### src/design/wwd_pkg.sv
// constants, types and register map of the windowed watchdog timer
package wwd_pkg;
	// ==========================================================
	// register byte offsets
	localparam logic [31:0] ADDR_RSTAT = 32'h0000_0000;
	localparam logic [31:0] ADDR_OPT1 = 32'h0000_0004;
	localparam logic [31:0] ADDR_OPT2 = 32'h0000_0008;
	localparam logic [31:0] ADDR_COUNT = 32'h0000_000C;
	// ==========================================================
	// field positions
	localparam int RSTAT_WDOG_BIT = 5;
	localparam int OPT1_TSEL_LSB = 0;
	localparam int OPT2_CLKSEL_BIT = 0;
	localparam int OPT2_WIN_BIT = 1;
	// ==========================================================
	// service values
	localparam logic [31:0] SVC_FIRST = 32'h0000_0055;
	localparam logic [31:0] SVC_SECOND = 32'h0000_00AA;
	// ==========================================================
	// timeout select codes and reset values
	localparam logic [1:0] TSEL_OFF = 2'h0;
	localparam logic [1:0] TSEL_SHORT = 2'h1;
	localparam logic [1:0] TSEL_MID = 2'h2;
	localparam logic [1:0] TSEL_LONG = 2'h3;
	localparam logic [1:0] TSEL_RST = TSEL_LONG;
	localparam logic CLKSEL_RST = 1'b0;
	localparam logic WIN_RST = 1'b0;
	// ==========================================================
	// counts
	localparam int CNT_W = 19;
	localparam logic [18:0] LPO_TO_SHORT = 19'h0_0020;
	localparam logic [18:0] LPO_TO_MID = 19'h0_0100;
	localparam logic [18:0] LPO_TO_LONG = 19'h0_0400;
	localparam logic [18:0] BUS_TO_SHORT = 19'h0_2000;
	localparam logic [18:0] BUS_TO_MID = 19'h1_0000;
	localparam logic [18:0] BUS_TO_LONG = 19'h4_0000;
	localparam logic [18:0] BUS_WIN_SHORT = 19'h0_1800;
	localparam logic [18:0] BUS_WIN_MID = 19'h0_C000;
	localparam logic [18:0] BUS_WIN_LONG = 19'h3_0000;
	// ==========================================================
	// low-power tick timing
	localparam int CORE_HZ = 25_000_000;
	localparam int LPO_HZ = 1_000;
	localparam int LPO_DIV = CORE_HZ / LPO_HZ;
	localparam int LPO_W = 15;
	// ==========================================================
	// bus answers
	localparam logic [1:0] RESP_OKAY = 2'h0;
	localparam logic [1:0] RESP_SLVERR = 2'h2;
	// ==========================================================
	// types
	typedef struct packed {
		logic [1:0] tsel;
		logic clk_sel;
		logic win_en;
	} wwd_cfg_t;
	typedef enum {SVC_IDLE, SVC_ARMED} wwd_svc_t;
endpackage

### src/design/wwd_top.sv
// windowed watchdog timer with AXI4-Lite register slave
`timescale 1ns/100ps
module wwd_top #(
	parameter logic [18:0] BUS_TO_SHORT = wwd_pkg::BUS_TO_SHORT,
	parameter logic [18:0] BUS_TO_MID = wwd_pkg::BUS_TO_MID,
	parameter logic [18:0] BUS_TO_LONG = wwd_pkg::BUS_TO_LONG,
	parameter logic [18:0] BUS_WIN_SHORT = wwd_pkg::BUS_WIN_SHORT,
	parameter logic [18:0] BUS_WIN_MID = wwd_pkg::BUS_WIN_MID,
	parameter logic [18:0] BUS_WIN_LONG = wwd_pkg::BUS_WIN_LONG,
	parameter int LPO_DIV = wwd_pkg::LPO_DIV
)(
	input wire logic core_clk,
	input wire logic rst_n,
	input wire logic por_n,
	input wire logic stop_mode,
	input wire logic debug_mode,
	input wire logic [31:0] s_axi_awaddr,
	input wire logic s_axi_awvalid,
	output logic s_axi_awready,
	input wire logic [31:0] s_axi_wdata,
	input wire logic [3:0] s_axi_wstrb,
	input wire logic s_axi_wvalid,
	output logic s_axi_wready,
	output logic [1:0] s_axi_bresp,
	output logic s_axi_bvalid,
	input wire logic s_axi_bready,
	input wire logic [31:0] s_axi_araddr,
	input wire logic s_axi_arvalid,
	output logic s_axi_arready,
	output logic [31:0] s_axi_rdata,
	output logic [1:0] s_axi_rresp,
	output logic s_axi_rvalid,
	input wire logic s_axi_rready,
	output logic sys_reset_req
);
	// ==========================================================
	// elaboration checks
	initial
	begin
		if (LPO_DIV < 2 || LPO_DIV > 32768)
			$error("LPO_DIV out of range");
		if (BUS_WIN_SHORT >= BUS_TO_SHORT || BUS_WIN_MID >= BUS_TO_MID)
			$error("window must open before timeout");
		if (BUS_WIN_LONG >= BUS_TO_LONG || BUS_TO_SHORT == 19'h0_0000)
			$error("bad bus timeout settings");
	end

	localparam logic [14:0] LPO_LAST = 15'(LPO_DIV - 1);

	// ==========================================================
	// state
	wwd_pkg::wwd_cfg_t cfg_ff, nxt_cfg_ff;
	wwd_pkg::wwd_svc_t svc_ff, nxt_svc_ff;
	logic opt1_lock_ff, nxt_opt1_lock_ff;
	logic opt2_lock_ff, nxt_opt2_lock_ff;
	logic [18:0] cnt_ff, nxt_cnt_ff;
	logic [14:0] lpo_ff, nxt_lpo_ff;
	logic aw_ok_ff, nxt_aw_ok_ff;
	logic w_ok_ff, nxt_w_ok_ff;
	logic [31:0] awaddr_ff, nxt_awaddr_ff;
	logic [31:0] wdata_ff, nxt_wdata_ff;
	logic bvalid_ff, nxt_bvalid_ff;
	logic [1:0] bresp_ff, nxt_bresp_ff;
	logic rvalid_ff, nxt_rvalid_ff;
	logic [31:0] rdata_ff, nxt_rdata_ff;
	logic [1:0] rresp_ff, nxt_rresp_ff;
	logic hold_ff, nxt_hold_ff;
	logic cause_ff, nxt_cause_ff;
	logic in_wd_rst_ff, nxt_in_wd_rst_ff;

	// ==========================================================
	// decode
	logic wr_do, rs_wr, is_first, is_second, enabled, windowed, halt, tick;
	logic early, fire_bad, fire_early, fire_to, svc_done, fire;
	logic [18:0] limit, win_open;

	always_comb
	begin
		wr_do = aw_ok_ff & w_ok_ff;
		rs_wr = wr_do & (awaddr_ff == wwd_pkg::ADDR_RSTAT);
		is_first = (wdata_ff == wwd_pkg::SVC_FIRST);
		is_second = (wdata_ff == wwd_pkg::SVC_SECOND);
		enabled = (cfg_ff.tsel != wwd_pkg::TSEL_OFF);
		windowed = cfg_ff.clk_sel & cfg_ff.win_en;
		halt = stop_mode | debug_mode;
		tick = cfg_ff.clk_sel | (lpo_ff == LPO_LAST);
		case (cfg_ff.tsel)
			wwd_pkg::TSEL_SHORT:
			begin
				limit = cfg_ff.clk_sel ? BUS_TO_SHORT : wwd_pkg::LPO_TO_SHORT;
				win_open = BUS_WIN_SHORT;
			end
			wwd_pkg::TSEL_MID:
			begin
				limit = cfg_ff.clk_sel ? BUS_TO_MID : wwd_pkg::LPO_TO_MID;
				win_open = BUS_WIN_MID;
			end
			default:
			begin
				limit = cfg_ff.clk_sel ? BUS_TO_LONG : wwd_pkg::LPO_TO_LONG;
				win_open = BUS_WIN_LONG;
			end
		endcase
		early = windowed & (cnt_ff < win_open);
		// illegal values reset even while the timer is off
		fire_bad = rs_wr & ~is_first & ~is_second;
		fire_early = rs_wr & (is_first | is_second) & enabled & early;
		svc_done = rs_wr & is_second & (svc_ff == wwd_pkg::SVC_ARMED) & ~early;
		fire_to = enabled & tick & ~halt & ~svc_done & (cnt_ff == limit - 19'h0_0001);
		fire = rst_n & (fire_bad | fire_early | fire_to);
	end

	// ==========================================================
	// next values
	always_comb
	begin
		nxt_cfg_ff = cfg_ff;
		nxt_opt1_lock_ff = opt1_lock_ff;
		nxt_opt2_lock_ff = opt2_lock_ff;
		nxt_svc_ff = svc_ff;
		nxt_cnt_ff = cnt_ff;
		nxt_lpo_ff = (lpo_ff == LPO_LAST) ? 15'h0000 : lpo_ff + 15'h0001;
		nxt_aw_ok_ff = aw_ok_ff;
		nxt_w_ok_ff = w_ok_ff;
		nxt_awaddr_ff = awaddr_ff;
		nxt_wdata_ff = wdata_ff;
		nxt_bvalid_ff = bvalid_ff;
		nxt_bresp_ff = bresp_ff;
		nxt_rvalid_ff = rvalid_ff;
		nxt_rdata_ff = rdata_ff;
		nxt_rresp_ff = rresp_ff;
		// address and data are taken in either order, then committed together
		if (s_axi_awvalid & s_axi_awready)
		begin
			nxt_aw_ok_ff = 1'b1;
			nxt_awaddr_ff = s_axi_awaddr;
		end
		if (s_axi_wvalid & s_axi_wready)
		begin
			nxt_w_ok_ff = 1'b1;
			nxt_wdata_ff = s_axi_wdata;
		end
		if (s_axi_bvalid & s_axi_bready)
			nxt_bvalid_ff = 1'b0;
		if (wr_do)
		begin
			nxt_aw_ok_ff = 1'b0;
			nxt_w_ok_ff = 1'b0;
			nxt_bvalid_ff = 1'b1;
			nxt_bresp_ff = wwd_pkg::RESP_OKAY;
			case (awaddr_ff)
				wwd_pkg::ADDR_RSTAT:
				begin
					// status contents are never written here
					if (is_first)
						nxt_svc_ff = wwd_pkg::SVC_ARMED;
					else
						nxt_svc_ff = wwd_pkg::SVC_IDLE;
				end
				wwd_pkg::ADDR_OPT1:
				begin
					if (!opt1_lock_ff)
					begin
						nxt_cfg_ff.tsel = wdata_ff[wwd_pkg::OPT1_TSEL_LSB +: 2];
						nxt_opt1_lock_ff = 1'b1;
					end
				end
				wwd_pkg::ADDR_OPT2:
				begin
					if (!opt2_lock_ff)
					begin
						nxt_cfg_ff.clk_sel = wdata_ff[wwd_pkg::OPT2_CLKSEL_BIT];
						nxt_cfg_ff.win_en = wdata_ff[wwd_pkg::OPT2_WIN_BIT];
						nxt_opt2_lock_ff = 1'b1;
					end
				end
				wwd_pkg::ADDR_COUNT:
					nxt_bresp_ff = wwd_pkg::RESP_OKAY;
				default:
					nxt_bresp_ff = wwd_pkg::RESP_SLVERR;
			endcase
		end
		// counter
		if (!enabled)
			nxt_cnt_ff = 19'h0_0000;
		else if (svc_done)
			nxt_cnt_ff = 19'h0_0000;
		else if (halt && cfg_ff.clk_sel)
			nxt_cnt_ff = cnt_ff;
		else if (halt)
			nxt_cnt_ff = 19'h0_0000;
		else if (tick)
			nxt_cnt_ff = cnt_ff + 19'h0_0001;
		// reads
		if (s_axi_rvalid & s_axi_rready)
			nxt_rvalid_ff = 1'b0;
		if (s_axi_arvalid & s_axi_arready)
		begin
			nxt_rvalid_ff = 1'b1;
			nxt_rresp_ff = wwd_pkg::RESP_OKAY;
			nxt_rdata_ff = 32'h0000_0000;
			case (s_axi_araddr)
				wwd_pkg::ADDR_RSTAT:
					nxt_rdata_ff[wwd_pkg::RSTAT_WDOG_BIT] = cause_ff;
				wwd_pkg::ADDR_OPT1:
					nxt_rdata_ff[wwd_pkg::OPT1_TSEL_LSB +: 2] = cfg_ff.tsel;
				wwd_pkg::ADDR_OPT2:
				begin
					nxt_rdata_ff[wwd_pkg::OPT2_CLKSEL_BIT] = cfg_ff.clk_sel;
					nxt_rdata_ff[wwd_pkg::OPT2_WIN_BIT] = cfg_ff.win_en;
				end
				wwd_pkg::ADDR_COUNT:
					nxt_rdata_ff[18:0] = cnt_ff;
				default:
					nxt_rresp_ff = wwd_pkg::RESP_SLVERR;
			endcase
		end
	end

	always_ff @(posedge core_clk)
	begin
		if (!rst_n)
		begin
			cfg_ff <= '{tsel: wwd_pkg::TSEL_RST, clk_sel: wwd_pkg::CLKSEL_RST,
				win_en: wwd_pkg::WIN_RST};
			opt1_lock_ff <= 1'b0;
			opt2_lock_ff <= 1'b0;
			svc_ff <= wwd_pkg::SVC_IDLE;
			cnt_ff <= 19'h0_0000;
			lpo_ff <= 15'h0000;
			aw_ok_ff <= 1'b0;
			w_ok_ff <= 1'b0;
			awaddr_ff <= 32'h0000_0000;
			wdata_ff <= 32'h0000_0000;
			bvalid_ff <= 1'b0;
			bresp_ff <= 2'h0;
			rvalid_ff <= 1'b0;
			rdata_ff <= 32'h0000_0000;
			rresp_ff <= 2'h0;
		end
		else
		begin
			cfg_ff <= nxt_cfg_ff;
			opt1_lock_ff <= nxt_opt1_lock_ff;
			opt2_lock_ff <= nxt_opt2_lock_ff;
			svc_ff <= nxt_svc_ff;
			cnt_ff <= nxt_cnt_ff;
			lpo_ff <= nxt_lpo_ff;
			aw_ok_ff <= nxt_aw_ok_ff;
			w_ok_ff <= nxt_w_ok_ff;
			awaddr_ff <= nxt_awaddr_ff;
			wdata_ff <= nxt_wdata_ff;
			bvalid_ff <= nxt_bvalid_ff;
			bresp_ff <= nxt_bresp_ff;
			rvalid_ff <= nxt_rvalid_ff;
			rdata_ff <= nxt_rdata_ff;
			rresp_ff <= nxt_rresp_ff;
		end
	end

	// ==========================================================
	// reset request and cause; cause kept across a watchdog-caused system reset
	always_comb
	begin
		nxt_hold_ff = hold_ff;
		nxt_cause_ff = cause_ff;
		nxt_in_wd_rst_ff = in_wd_rst_ff;
		if (!rst_n)
		begin
			// request drops once the system reset has begun
			nxt_hold_ff = 1'b0;
			nxt_in_wd_rst_ff = hold_ff | in_wd_rst_ff;
			if (!hold_ff && !in_wd_rst_ff)
				nxt_cause_ff = 1'b0;
		end
		else
		begin
			nxt_in_wd_rst_ff = 1'b0;
			if (fire)
			begin
				nxt_hold_ff = 1'b1;
				nxt_cause_ff = 1'b1;
			end
		end
	end

	always_ff @(posedge core_clk)
	begin
		if (!por_n)
		begin
			hold_ff <= 1'b0;
			cause_ff <= 1'b0;
			in_wd_rst_ff <= 1'b0;
		end
		else
		begin
			hold_ff <= nxt_hold_ff;
			cause_ff <= nxt_cause_ff;
			in_wd_rst_ff <= nxt_in_wd_rst_ff;
		end
	end

	// ==========================================================
	// outputs
	assign s_axi_awready = ~aw_ok_ff & ~bvalid_ff;
	assign s_axi_wready = ~w_ok_ff & ~bvalid_ff;
	assign s_axi_bvalid = bvalid_ff;
	assign s_axi_bresp = bresp_ff;
	assign s_axi_arready = ~rvalid_ff;
	assign s_axi_rvalid = rvalid_ff;
	assign s_axi_rdata = rdata_ff;
	assign s_axi_rresp = rresp_ff;
	assign sys_reset_req = hold_ff;
endmodule

### config.mk
export PLATFORM = sky130hd
export DESIGN_NAME = wwd_top
export DESIGN_NICKNAME = d
export VERILOG_FILES = /design/src/design/wwd_pkg.sv /design/src/design/wwd_top.sv
export SDC_FILE = /design/constraint.sdc
export NUM_CORES = 1
export LEC_CHECK = 0
export BUFFER_PORTS_ARGS = -buffer_cell sky130_fd_sc_hd__buf_2
export CAP_MARGIN = 15
export CORE_ASPECT_RATIO = 0.75
export CORE_MARGIN = 2
export CORE_UTILIZATION = 54
export DETAILED_ROUTE_END_ITERATION = 8
export PLACE_DENSITY = 0.82
export SLEW_MARGIN = 20
export SYNTH_ARGS = -nofsm -noshare
export SYNTH_HDL_FRONTEND = slang
export SYNTH_SLANG_ARGS = --single-unit
### constraint.sdc
create_clock -name core_clk -period 3.5 [get_ports core_clk]
set_input_delay 0.7 -clock core_clk [delete_from_list [all_inputs] [get_ports core_clk]]
set_output_delay 0.7 -clock core_clk [all_outputs]
set_load 0.1 [all_outputs]
Yosys cells after proc, flatten, opt, wreduce, memory -nomap -nowiden
Index checks and enable logic that the tools add are counted.
{ "totals": {"output_inout_bits": 42, "reg_bits": 166, "in_bits": 110} }
{ "classes": {"muxes": 21, "addsub": 3, "reduce_logical": 25, "n_eq_ne": 14, "bitwise_logic": 45, "magnitude_cmp": 1} }
{ "ops": {"columns": ["operator", "count"], "rows": [
  ["32-bit by 4-bit equality test with 1-bit output (second input constant)", 4],
  ["32-bit by 3-bit equality test with 1-bit output (second input constant)", 2],
  ["32-bit zero test", 2],
  ["19-bit 2-to-1 mux", 3],
  ["19-bit one-hot mux with 2 select lines", 1],
  ["18-bit one-hot mux with 2 select lines", 1],
  ["32-bit by 2-bit equality test with 1-bit output (second input constant)", 1],
  ["32-bit by 7-bit equality test with 1-bit output (second input constant)", 1],
  ["32-bit by 8-bit equality test with 1-bit output (second input constant)", 1],
  ["1-bit AND", 24],
  ["19-bit by 1-bit adder with 19-bit output (second input constant)", 1],
  ["19-bit equality test", 1],
  ["19-bit less-than comparator", 1],
  ["19-bit by 1-bit subtractor with 19-bit output (second input constant)", 1],
  ["17-bit 2-to-1 mux", 1],
  ["15-bit by 1-bit adder with 15-bit output (second input constant)", 1],
  ["15-bit equality test (second input constant)", 1],
  ["1-bit inverter", 15],
  ["14-bit 2-to-1 mux", 1],
  ["13-bit 2-to-1 mux", 1],
  ["2-bit AND reduction", 6],
  ["2-bit nonzero test", 5],
  ["1-bit 2-to-1 mux", 8],
  ["4-bit OR reduction", 2],
  ["other kinds (13)", 24]
]} }

Depth between registers and ports, before layout
Gate-level depths: netlist of the first run.
{ "logic_depth": {"word_depth": 13, "mapped_depth": 11, "ltp_nobuf": 10} }

Worst setup path before layout of the first run
Ideal clock, no wire load.
{ "synth_path": {"path_kind": "flip-flop to flip-flop", "from": "reg bvalid_ff (netlist: s_axi_bvalid)", "to": "reg wdata_ff[10]", "period_less_slack_ns": 3.088, "t_required_ns": 3.424, "stages_incl_launch_ff": 7, "n_path_buf": 2, "arrival_time_ns": 3.012, "setup_ns": 0.076, "setup_slack_ns": 0.412, "cell_sequence": "dfxtp_1 nor2_1 and2_1 clkbuf_1 clkbuf_1 nand2_1 a21boi_0"} }
{ "synth_between": {"elab_chain_cells": 3} }
{ "synth_lines": {"columns": ["item", "line", "source"], "rows": [
  ["from (decl)", "wwd_top.sv:62", "logic bvalid_ff, nxt_bvalid_ff;"],
  ["from (signal assigned)", "wwd_top.sv:253", "bvalid_ff <= nxt_bvalid_ff;"],
  ["1-bit inverter", "wwd_top.sv:306", "assign s_axi_wready = ~w_ok_ff & ~bvalid_ff;"],
  ["1-bit AND", "wwd_top.sv:306", null],
  ["via s_axi_wready", "wwd_top.sv:23", "output logic s_axi_wready,"],
  ["1-bit AND", "wwd_top.sv:138", "if (s_axi_wvalid & s_axi_wready)"],
  ["to (signal assigned)", "wwd_top.sv:252", "wdata_ff <= nxt_wdata_ff;"],
  ["to (decl)", "wwd_top.sv:61", "logic [31:0] wdata_ff, nxt_wdata_ff;"]
]} }
The timed path passes the listed nets, and every way through them passes these cells.
A chain may end at the register's enable or synchronous reset.

Worst setup path in the final report of the first run
{ "layout_path": {"from": "reg cfg_ff[2] in the netlist's numbering", "to": "reg cnt_ff[8]"} }
{ "layout_between": {"elab_chain_cells": 7, "elab_cells_between_ends": 10} }
{ "layout_lines": {"columns": ["item", "line", "source"], "rows": [
  ["from (decl)", "wwd_top.sv:52", "wwd_pkg::wwd_cfg_t cfg_ff, nxt_cfg_ff;"],
  ["from (signal assigned)", "wwd_top.sv:224", "cfg_ff <= '{tsel: wwd_pkg::TSEL_RST, clk_sel: wwd_pkg::CLKSEL_RST,"],
  ["from (signal assigned)", "wwd_top.sv:243", "cfg_ff <= nxt_cfg_ff;"],
  ["2-bit equality test / 2-bit by 1-bit equality test with 1-bit output (equally long branches)", "wwd_top.sv:87", "case (cfg_ff.tsel)"],
  ["18-bit one-hot mux with 2 select lines", "wwd_top.sv:87", null],
  ["19-bit less-than comparator", "wwd_top.sv:104", "early = windowed & (cnt_ff < win_open);"],
  ["1-bit AND", "wwd_top.sv:104", null],
  ["1-bit inverter", "wwd_top.sv:108", "svc_done = rs_wr & is_second & (svc_ff == wwd_pkg::SVC_ARMED) & ~early;"],
  ["1-bit AND", "wwd_top.sv:108", null],
  ["3-bit OR reduction (no line) *", null, null],
  ["to (signal assigned)", "wwd_top.sv:247", "cnt_ff <= nxt_cnt_ff;"],
  ["to (decl)", "wwd_top.sv:56", "logic [18:0] cnt_ff, nxt_cnt_ff;"]
]} }
Mark *: on every way between the ends. The rest lies on a longest branch, timed or not.

==> flow_summary_export.csv, run 1 <==
group,metric,value,unit
timing,rsz0062_at_grt,"false",
pwr,ir_drop,474,uV
timing,final.setup.tns,0,ns
synthesis,syn_inst,726,
cells_and_area,num_antenna_cells,0,
clocking,cts_buffers,17,
routing,ant_nets,0,
timing,holdWs,0.461,ns
synthesis,synth_edf_count,0,
clocking,clockRootBuffer,"clkbuf_16",
worst_setup_path,cp.arrival,3.41,ns
synthesis,synthDominantCellAreaShare,43.0,%
floorplanning,die_height,96.7,um
grt,grt_pass1_wl,24.1,mm
routing,first_pass_iters,5,
cells_and_area,stdcell_count,995,
pwr,design_power_total,4.10,mW
routing,drtIter0Drc,400,
cells_and_area,drive_above_1_share,23.2,%
clocking,clock_path_buffers,2,
floorplanning,coreArea,0.0111,sq mm
cells_and_area,final_util,68.0,%
synthesis,synth_cell_types,57,
synthesis,synth_area_leader_cell,"dfxtp_1",
worst_setup_path,endpoint_kind,"flip-flop",
routing,wl_per_cell,14.6,um
cells_and_area,nFillCells,923,
synthesis,synthArstFlopShare,0,%
grt,grt_overflow,0,
grt,grt_pass1_vias,5246,
clocking,clock_sink_count,133,
worst_setup_path,crit_path_max_fanout,16,
grt,grt_max_degree,69,
routing,drc,0,
timing,slew_headroom,28.4,%
placed_design,post-place-ws,0.228,ns
synthesis,synth_area_leaders,"dfxtp_1 (43%), nand2_1 (9.9%), a21boi_0 (8.1%)",
worst_setup_path,start_kind,"flip-flop",
hold_path,hold_class,"reg -> reg",
timing,period_needed,3.08,ns
cells_and_area,area_delta_synth_final,21.7,%
floorplanning,rows,33,
timing,final-setup-viol-count,0,
synthesis,synthFlopType,"dfxtp_1",
worst_setup_path,worst-setup-path-type,"reg -> reg",
pwr,leakagePower,3.00,nW
routing,routed_wl,14.5,mm
placed_design,dp_hpwl,10.2,mm
floorplanning,start_util,55.9,%
routing,viasPerCell,5.55,
grt,antenna_found_initial,0,
synthesis,netlist_area,0.00619,sq mm
synthesis,yosysMostFrequentCell,"nand2_1",
floorplanning,die_w,128,um
routing,num_vias,5519,
synthesis,synthTopCellsByCount,"nand2_1 (163), dfxtp_1 (133), a21boi_0 (67)",
synthesis,yosys_warnings,0,
synthesis,avgSynthCellArea,8.52,sq um
clocking,cts_tree,"done",
timing,fin_skew,0.00936,ns
clocking,htree_levels,4,
placed_design,dp.cells,963,
synthesis,seq_area_frac_synth,43.0,%
cells_and_area,final_cell_area,0.00753,sq mm
clocking,path_clk_slew,0.06,ns
outcome,status,"completed",
placed_design,place.gp.congestion,0.912,
timing,max_freq,325,MHz
grt,track_usage,24.0,%
timing,fin_crit_sh,88.0,%
worst_setup_path,cp.required,3.83,ns
cells_and_area,final_nets,964,
pwr,power.density,545,mW/mm^2
timing,timing_hold_violations_final,0,
floorplanning,die_area,0.0123,sq mm
clocking,insertion_delay,0.41,ns
timing,setup_slack,0.419,ns
timing,worstMarginPinSlew,1.07,ns
synthesis,synth_seq_cells,133,
placed_design,post_dp_cell_area,0.00682,sq mm
flow_run,maxCapViolCount,0,
placed_design,io_buffers,132,
floorplanning,top_level_ports,152,
timing,slew_violations,0,
## final timing paths
kind                                   start           end  slack (ns)  cells after the start
worst min-delay path            wdata_ff[14]  wdata_ff[14]        0.46                      2
worst max register to register     cfg_ff[2]     cnt_ff[8]        0.42                     10
worst min register to register  wdata_ff[14]  wdata_ff[14]        0.46                      2
worst max-delay path               cfg_ff[2]     cnt_ff[8]        0.42                     10
## metal layers
metal	wire length, um	share of wire (%)	vias to the layer above	GRT usage (%)
met2	6770	47	198	39.0
met4	199	1.4	0	8.37
met5	0	0	-	0
met1	6600	46	2583	31.1
li1	-	-	2715	-
met3	932	6.4	23	5.81
## kinds of logic (layout without fill, tap and decap cells)
group / count (synthesis) / after routing / share of synthesized area, %
AOI/OAI and AO/OA: 134 / 134 / 16.5
adders and majority gates: 12 / 12 / 2.43
buffers and inverters: 70 / 185 / 5.62
xor gates and xnor gates: 27 / 27 / 3.82
muxes: 6 / 6 / 1.01
and+or+nand+nor: 343 / 343 / 27.6
DFF: 133 / 133 / 43.0
other: 1 / 15 / 0.0606
## critical path, cell delays in order, from the launching register on
cell       delay, ns
dfxtp_1         0.34
inv_1           0.16
ha_1            0.17
inv_1           0.05
ha_1            0.18
or2_2           0.30
a2111oi_0       0.68
nor3_1          0.14
o2111ai_1       0.35
nand3_2         0.40
nor2_1          0.22
## repair_timing
item                       in CTS  in global routing
setup endpoints to repair       0                  3
resized for setup               0                  1
buffers inserted                0                  0
hold buffers                    0                  0
## registers in the layout, indices dropped and copies added, names as in the netlist, 4 cells and up
name and count:
cnt_ff 19, awaddr_ff 32, wdata_ff 32, lpo_ff 15, cfg_ff 4, s_axi_rdata 19
## cells in the final DEF (no fill, tap or decap), drive strengths merged, types with 7 or more instances in the layout
master and count:
inv 20, nand2 163, buf 136, a22oi 19, bufinv 7, nor2b 25, xnor2 11, nand3 18
clkbuf 17, xor2 16, dfxtp 133, conb 15, a21oi 12, nand4 14, nor4 26, ha 12
nand2b 7, nor4bb 8, nor2 42, o21ai 9, a21boi 67
## final cells by class
| class | instances | area, sq um | area share, % |
|---|---|---|---|
| multi-input cells | 537 | 3240 | 43.0 |
| flip-flops and latches | 133 | 2660 | 35.4 |
| repair buffers | 136 | 691 | 9.17 |
| clock buffers | 17 | 425 | 5.65 |
| clock inverters | 15 | 275 | 3.66 |
| well taps | 140 | 175 | 2.33 |
| inverters | 17 | 63.8 | 0.847 |
## report_power, final
| part | switching (mW) | leakage (nW) | internal [mW] | total (mW) |
|---|---|---|---|---|
| clock network | 0.690 | 0.338 | 1.42 | 2.11 |
| registers | 0.0406 | 1.08 | 1.57 | 1.61 |
| logic | 0.265 | 1.58 | 0.120 | 0.385 |
| total | 0.995 | 3.00 | 3.11 | 4.10 |
No activity file was read; power rests on OpenSTA's default activity.
==> run 2, diff against run 1 <==
- ABC_AREA: default -> 1
- PLACE_DENSITY: 0.82 -> 0.81
==> run 2 against run 1 <==
Sequential power is essentially flat. Final cell count grew 26%. Combinational power rose by 25%. Cell area grew 5.4%. Non-clock buffer count increased by 1. Synthesized area grew 7.7%. Total power shrank 4.7%. Worst hold slack got worse by 0.010 ns. Synthesized cell count grew 31%. Count of clock-buffer cells in the layout grew 6. Worst setup slack better by 0.67 ns. Critical path type unchanged. Largest cell class unchanged.
==> flow_summary_export.csv, run 2 <==
group,metric,value,unit
outcome,status,"completed",
hold_path,hold_depth,2,
clocking,htree_levels,4,
floorplanning,coreArea,0.0122,sq mm
clocking,hold_buffers,0,
routing,ant_nets,0,
cells_and_area,final_util,65.2,%
cells_and_area,nFillCells,1100,
synthesis,synth_area_leader_cell,"dfxtp_1",
placed_design,dp_hpwl,10.9,mm
hold_path,holdCritStartpoint,"wdata_ff[19]",
synthesis,syn_inst,951,
worst_setup_path,r2r-end,"cnt_ff[2]",
timing,slew_headroom,32.8,%
timing,rsz0062_at_grt,"false",
synthesis,synthDominantCellAreaShare,39.9,%
cells_and_area,mostFrequentLayoutCell,"nor2_1",
pwr,design_power_total,3.91,mW
synthesis,synth_edf_count,0,
clocking,cts_tree,"done",
routing,wl_per_cell,12.1,um
synthesis,synth_seq_cells,133,
synthesis,seq_area_frac_synth,39.9,%
worst_setup_path,start_kind,"flip-flop",
timing,slew_violations,0,
timing,final.setup.tns,0,ns
pwr,leakagePower,3.29,nW
worst_setup_path,crit_path_max_fanout,19,
synthesis,synthFlopType,"dfxtp_1",
routing,first_pass_iters,5,
cells_and_area,multiInputGateArea,0.00343,sq mm
clocking,insertion_delay,0.41,ns
grt,track_usage,23.5,%
clocking,cts_resized,0,
timing,max_freq,414,MHz
timing,timing_hold_violations_final,0,
floorplanning,top_level_ports,152,
worst_setup_path,rrSetupSlack,1.09,ns
placed_design,place.gp.congestion,0.918,
grt,grt_max_degree,45,
routing,routed_wl,15.1,mm
synthesis,synth_cell_types,45,
synthesis,yosysMostFrequentCell,"nor2_1",
worst_setup_path,rr_startpoint,"cfg_ff[3]",
cells_and_area,register_area,0.00266,sq mm
timing,period_needed,2.41,ns
clocking,path_clk_slew,0.05,ns
synthesis,synthTopCellsByCount,"nor2_1 (204), nand2_1 (157), dfxtp_1 (133)",
routing,drtIter0Drc,383,
worst_setup_path,cp.required,3.82,ns
placed_design,io_buffers,132,
routing,num_vias,6321,
synthesis,avgSynthCellArea,7.01,sq um
timing,fin_crit_sh,69.0,%
worst_setup_path,cp.arrival,2.74,ns
timing,worstMarginPinSlew,1.01,ns
worst_setup_path,worst-setup-path-type,"reg -> reg",
clocking,clockRootBuffer,"clkbuf_16",
cells_and_area,area_delta_synth_final,19.1,%
routing,viasPerCell,5.06,
timing,final-setup-viol-count,0,
synthesis,synthArstFlopShare,0,%
clocking,clock_sink_count,133,
grt,antenna_found_initial,0,
worst_setup_path,r2r_cells,9,
synthesis,netlist_area,0.00667,sq mm
floorplanning,start_util,54.7,%
floorplanning,die_area,0.0133,sq mm
grt,grt_pass1_vias,5683,
cells_and_area,layout_common_cells,"nor2_1 (204), nand2_1 (157), dfxtp_1 (133), buf_2 (132), o21ai_0 (83)",
hold_path,hold_class,"reg -> reg",
floorplanning,rows,35,
cells_and_area,drive_above_1_share,20.8,%
grt,grt_pass1_wl,25.5,mm
floorplanning,die_w,132,um
synthesis,yosys_warnings,0,
grt,grt_overflow,0,
pwr,power.density,493,mW/mm^2
worst_setup_path,endpoint_kind,"flip-flop",
clocking,cts_buffers,17,
cells_and_area,final_nets,1193,
hold_path,holdPathEnd,"wdata_ff[19]",
timing,fin_skew,0.00767,ns
clocking,clock_path_buffers,2,
synthesis,synth_area_leaders,"dfxtp_1 (40%), nor2_1 (11%), nand2_1 (8.8%)",
routing,drc,0,
cells_and_area,num_antenna_cells,0,
flow_run,maxCapViolCount,0,
clocking,post-cts-setup-buffers,0,
cells_and_area,top_regs,"awaddr_ff (32), wdata_ff (32)",
pwr,ir_drop,326,uV
floorplanning,die_height,100,um
## run 2: cell families (layout without fill, tap and decap cells)
logic type	after synthesis	after routing	synth area share (%)
and+or+nand+nor	497	497	34.3
buffers and inverters	141	259	9.35
DFF	133	133	39.9
AOI/OAI and AO/OA	159	159	13.1
xor gates and xnor gates	8	8	1.05
other	1	15	0.0563
adders and majority gates	12	12	2.25
## run 2: critical path: stages (launching register included)
cell and delay (ns):
dfxtp_1 0.43, inv_1 0.12, ha_1 0.49, ha_1 0.31
a21oi_1 0.15, o21a_1 0.12, nand3b_1 0.11, nand3_2 0.12
nand3_4 0.23, nor3_1 0.23
## run 2: report_power, final
| group | switching, mW | internal, mW |
|---|---|---|
| sequential | 0.0455 | 1.60 |
| combinational | 0.342 | 0.140 |
| clock | 0.632 | 1.15 |
| total | 1.02 | 2.89 |
## run 2: area by class of cell
cell class,count,area share [%]
inverter,91,4.30
multi-input combinational,691,43.3
sequential,133,33.6
clock inverter,8,1.58
clock buffer,23,5.90
timing repair buffer,137,8.80
tap,166,2.62
## run 2: metal layers
| metal | global-route usage, % | share of wire [%] | wire length [um] | up-vias |
|---|---|---|---|---|
| li1 | - | - | - | 3292 |
| met5 | 0 | 0 | 0 | - |
| met2 | 38.7 | 44 | 6640 | 210 |
| met4 | 7.28 | 1.1 | 160 | 0 |
| met1 | 31.1 | 48 | 7310 | 2805 |
| met3 | 5.35 | 6.7 | 1010 | 14 |
## run 2: worst max-delay path by stage
stage / end / cells past startpoint / slack [ns] / start
4_1_cts: cnt_ff[2] / 9 / 1.11 / cfg_ff[3]
3_3_place_gp: s_axi_rdata[2] / 6 / 1.12 / s_axi_araddr[29]
3_5_place_dp: s_axi_rdata[8] / 6 / 1.07 / s_axi_araddr[29]
6_report: cnt_ff[2] / 9 / 1.09 / cfg_ff[3]
2_1_floorplan: wdata_ff[10] / 6 / 0.34 / s_axi_bvalid
5_1_grt: cnt_ff[2] / 9 / 0.85 / cfg_ff[3]
## run 2: metrics by stage
step	cells	hold WS (ns)	instance area [sq um]	worst slack, ns
5_1_grt	1249	0.480	7940	0.846
3_3_place_gp	1218	0.441	7340	1.12
3_5_place_dp	1218	0.446	7340	1.07
6_report	1249	0.451	7940	1.09
2_1_floorplan	965	0.426	6720	0.335
4_1_cts	1249	0.454	7940	1.11
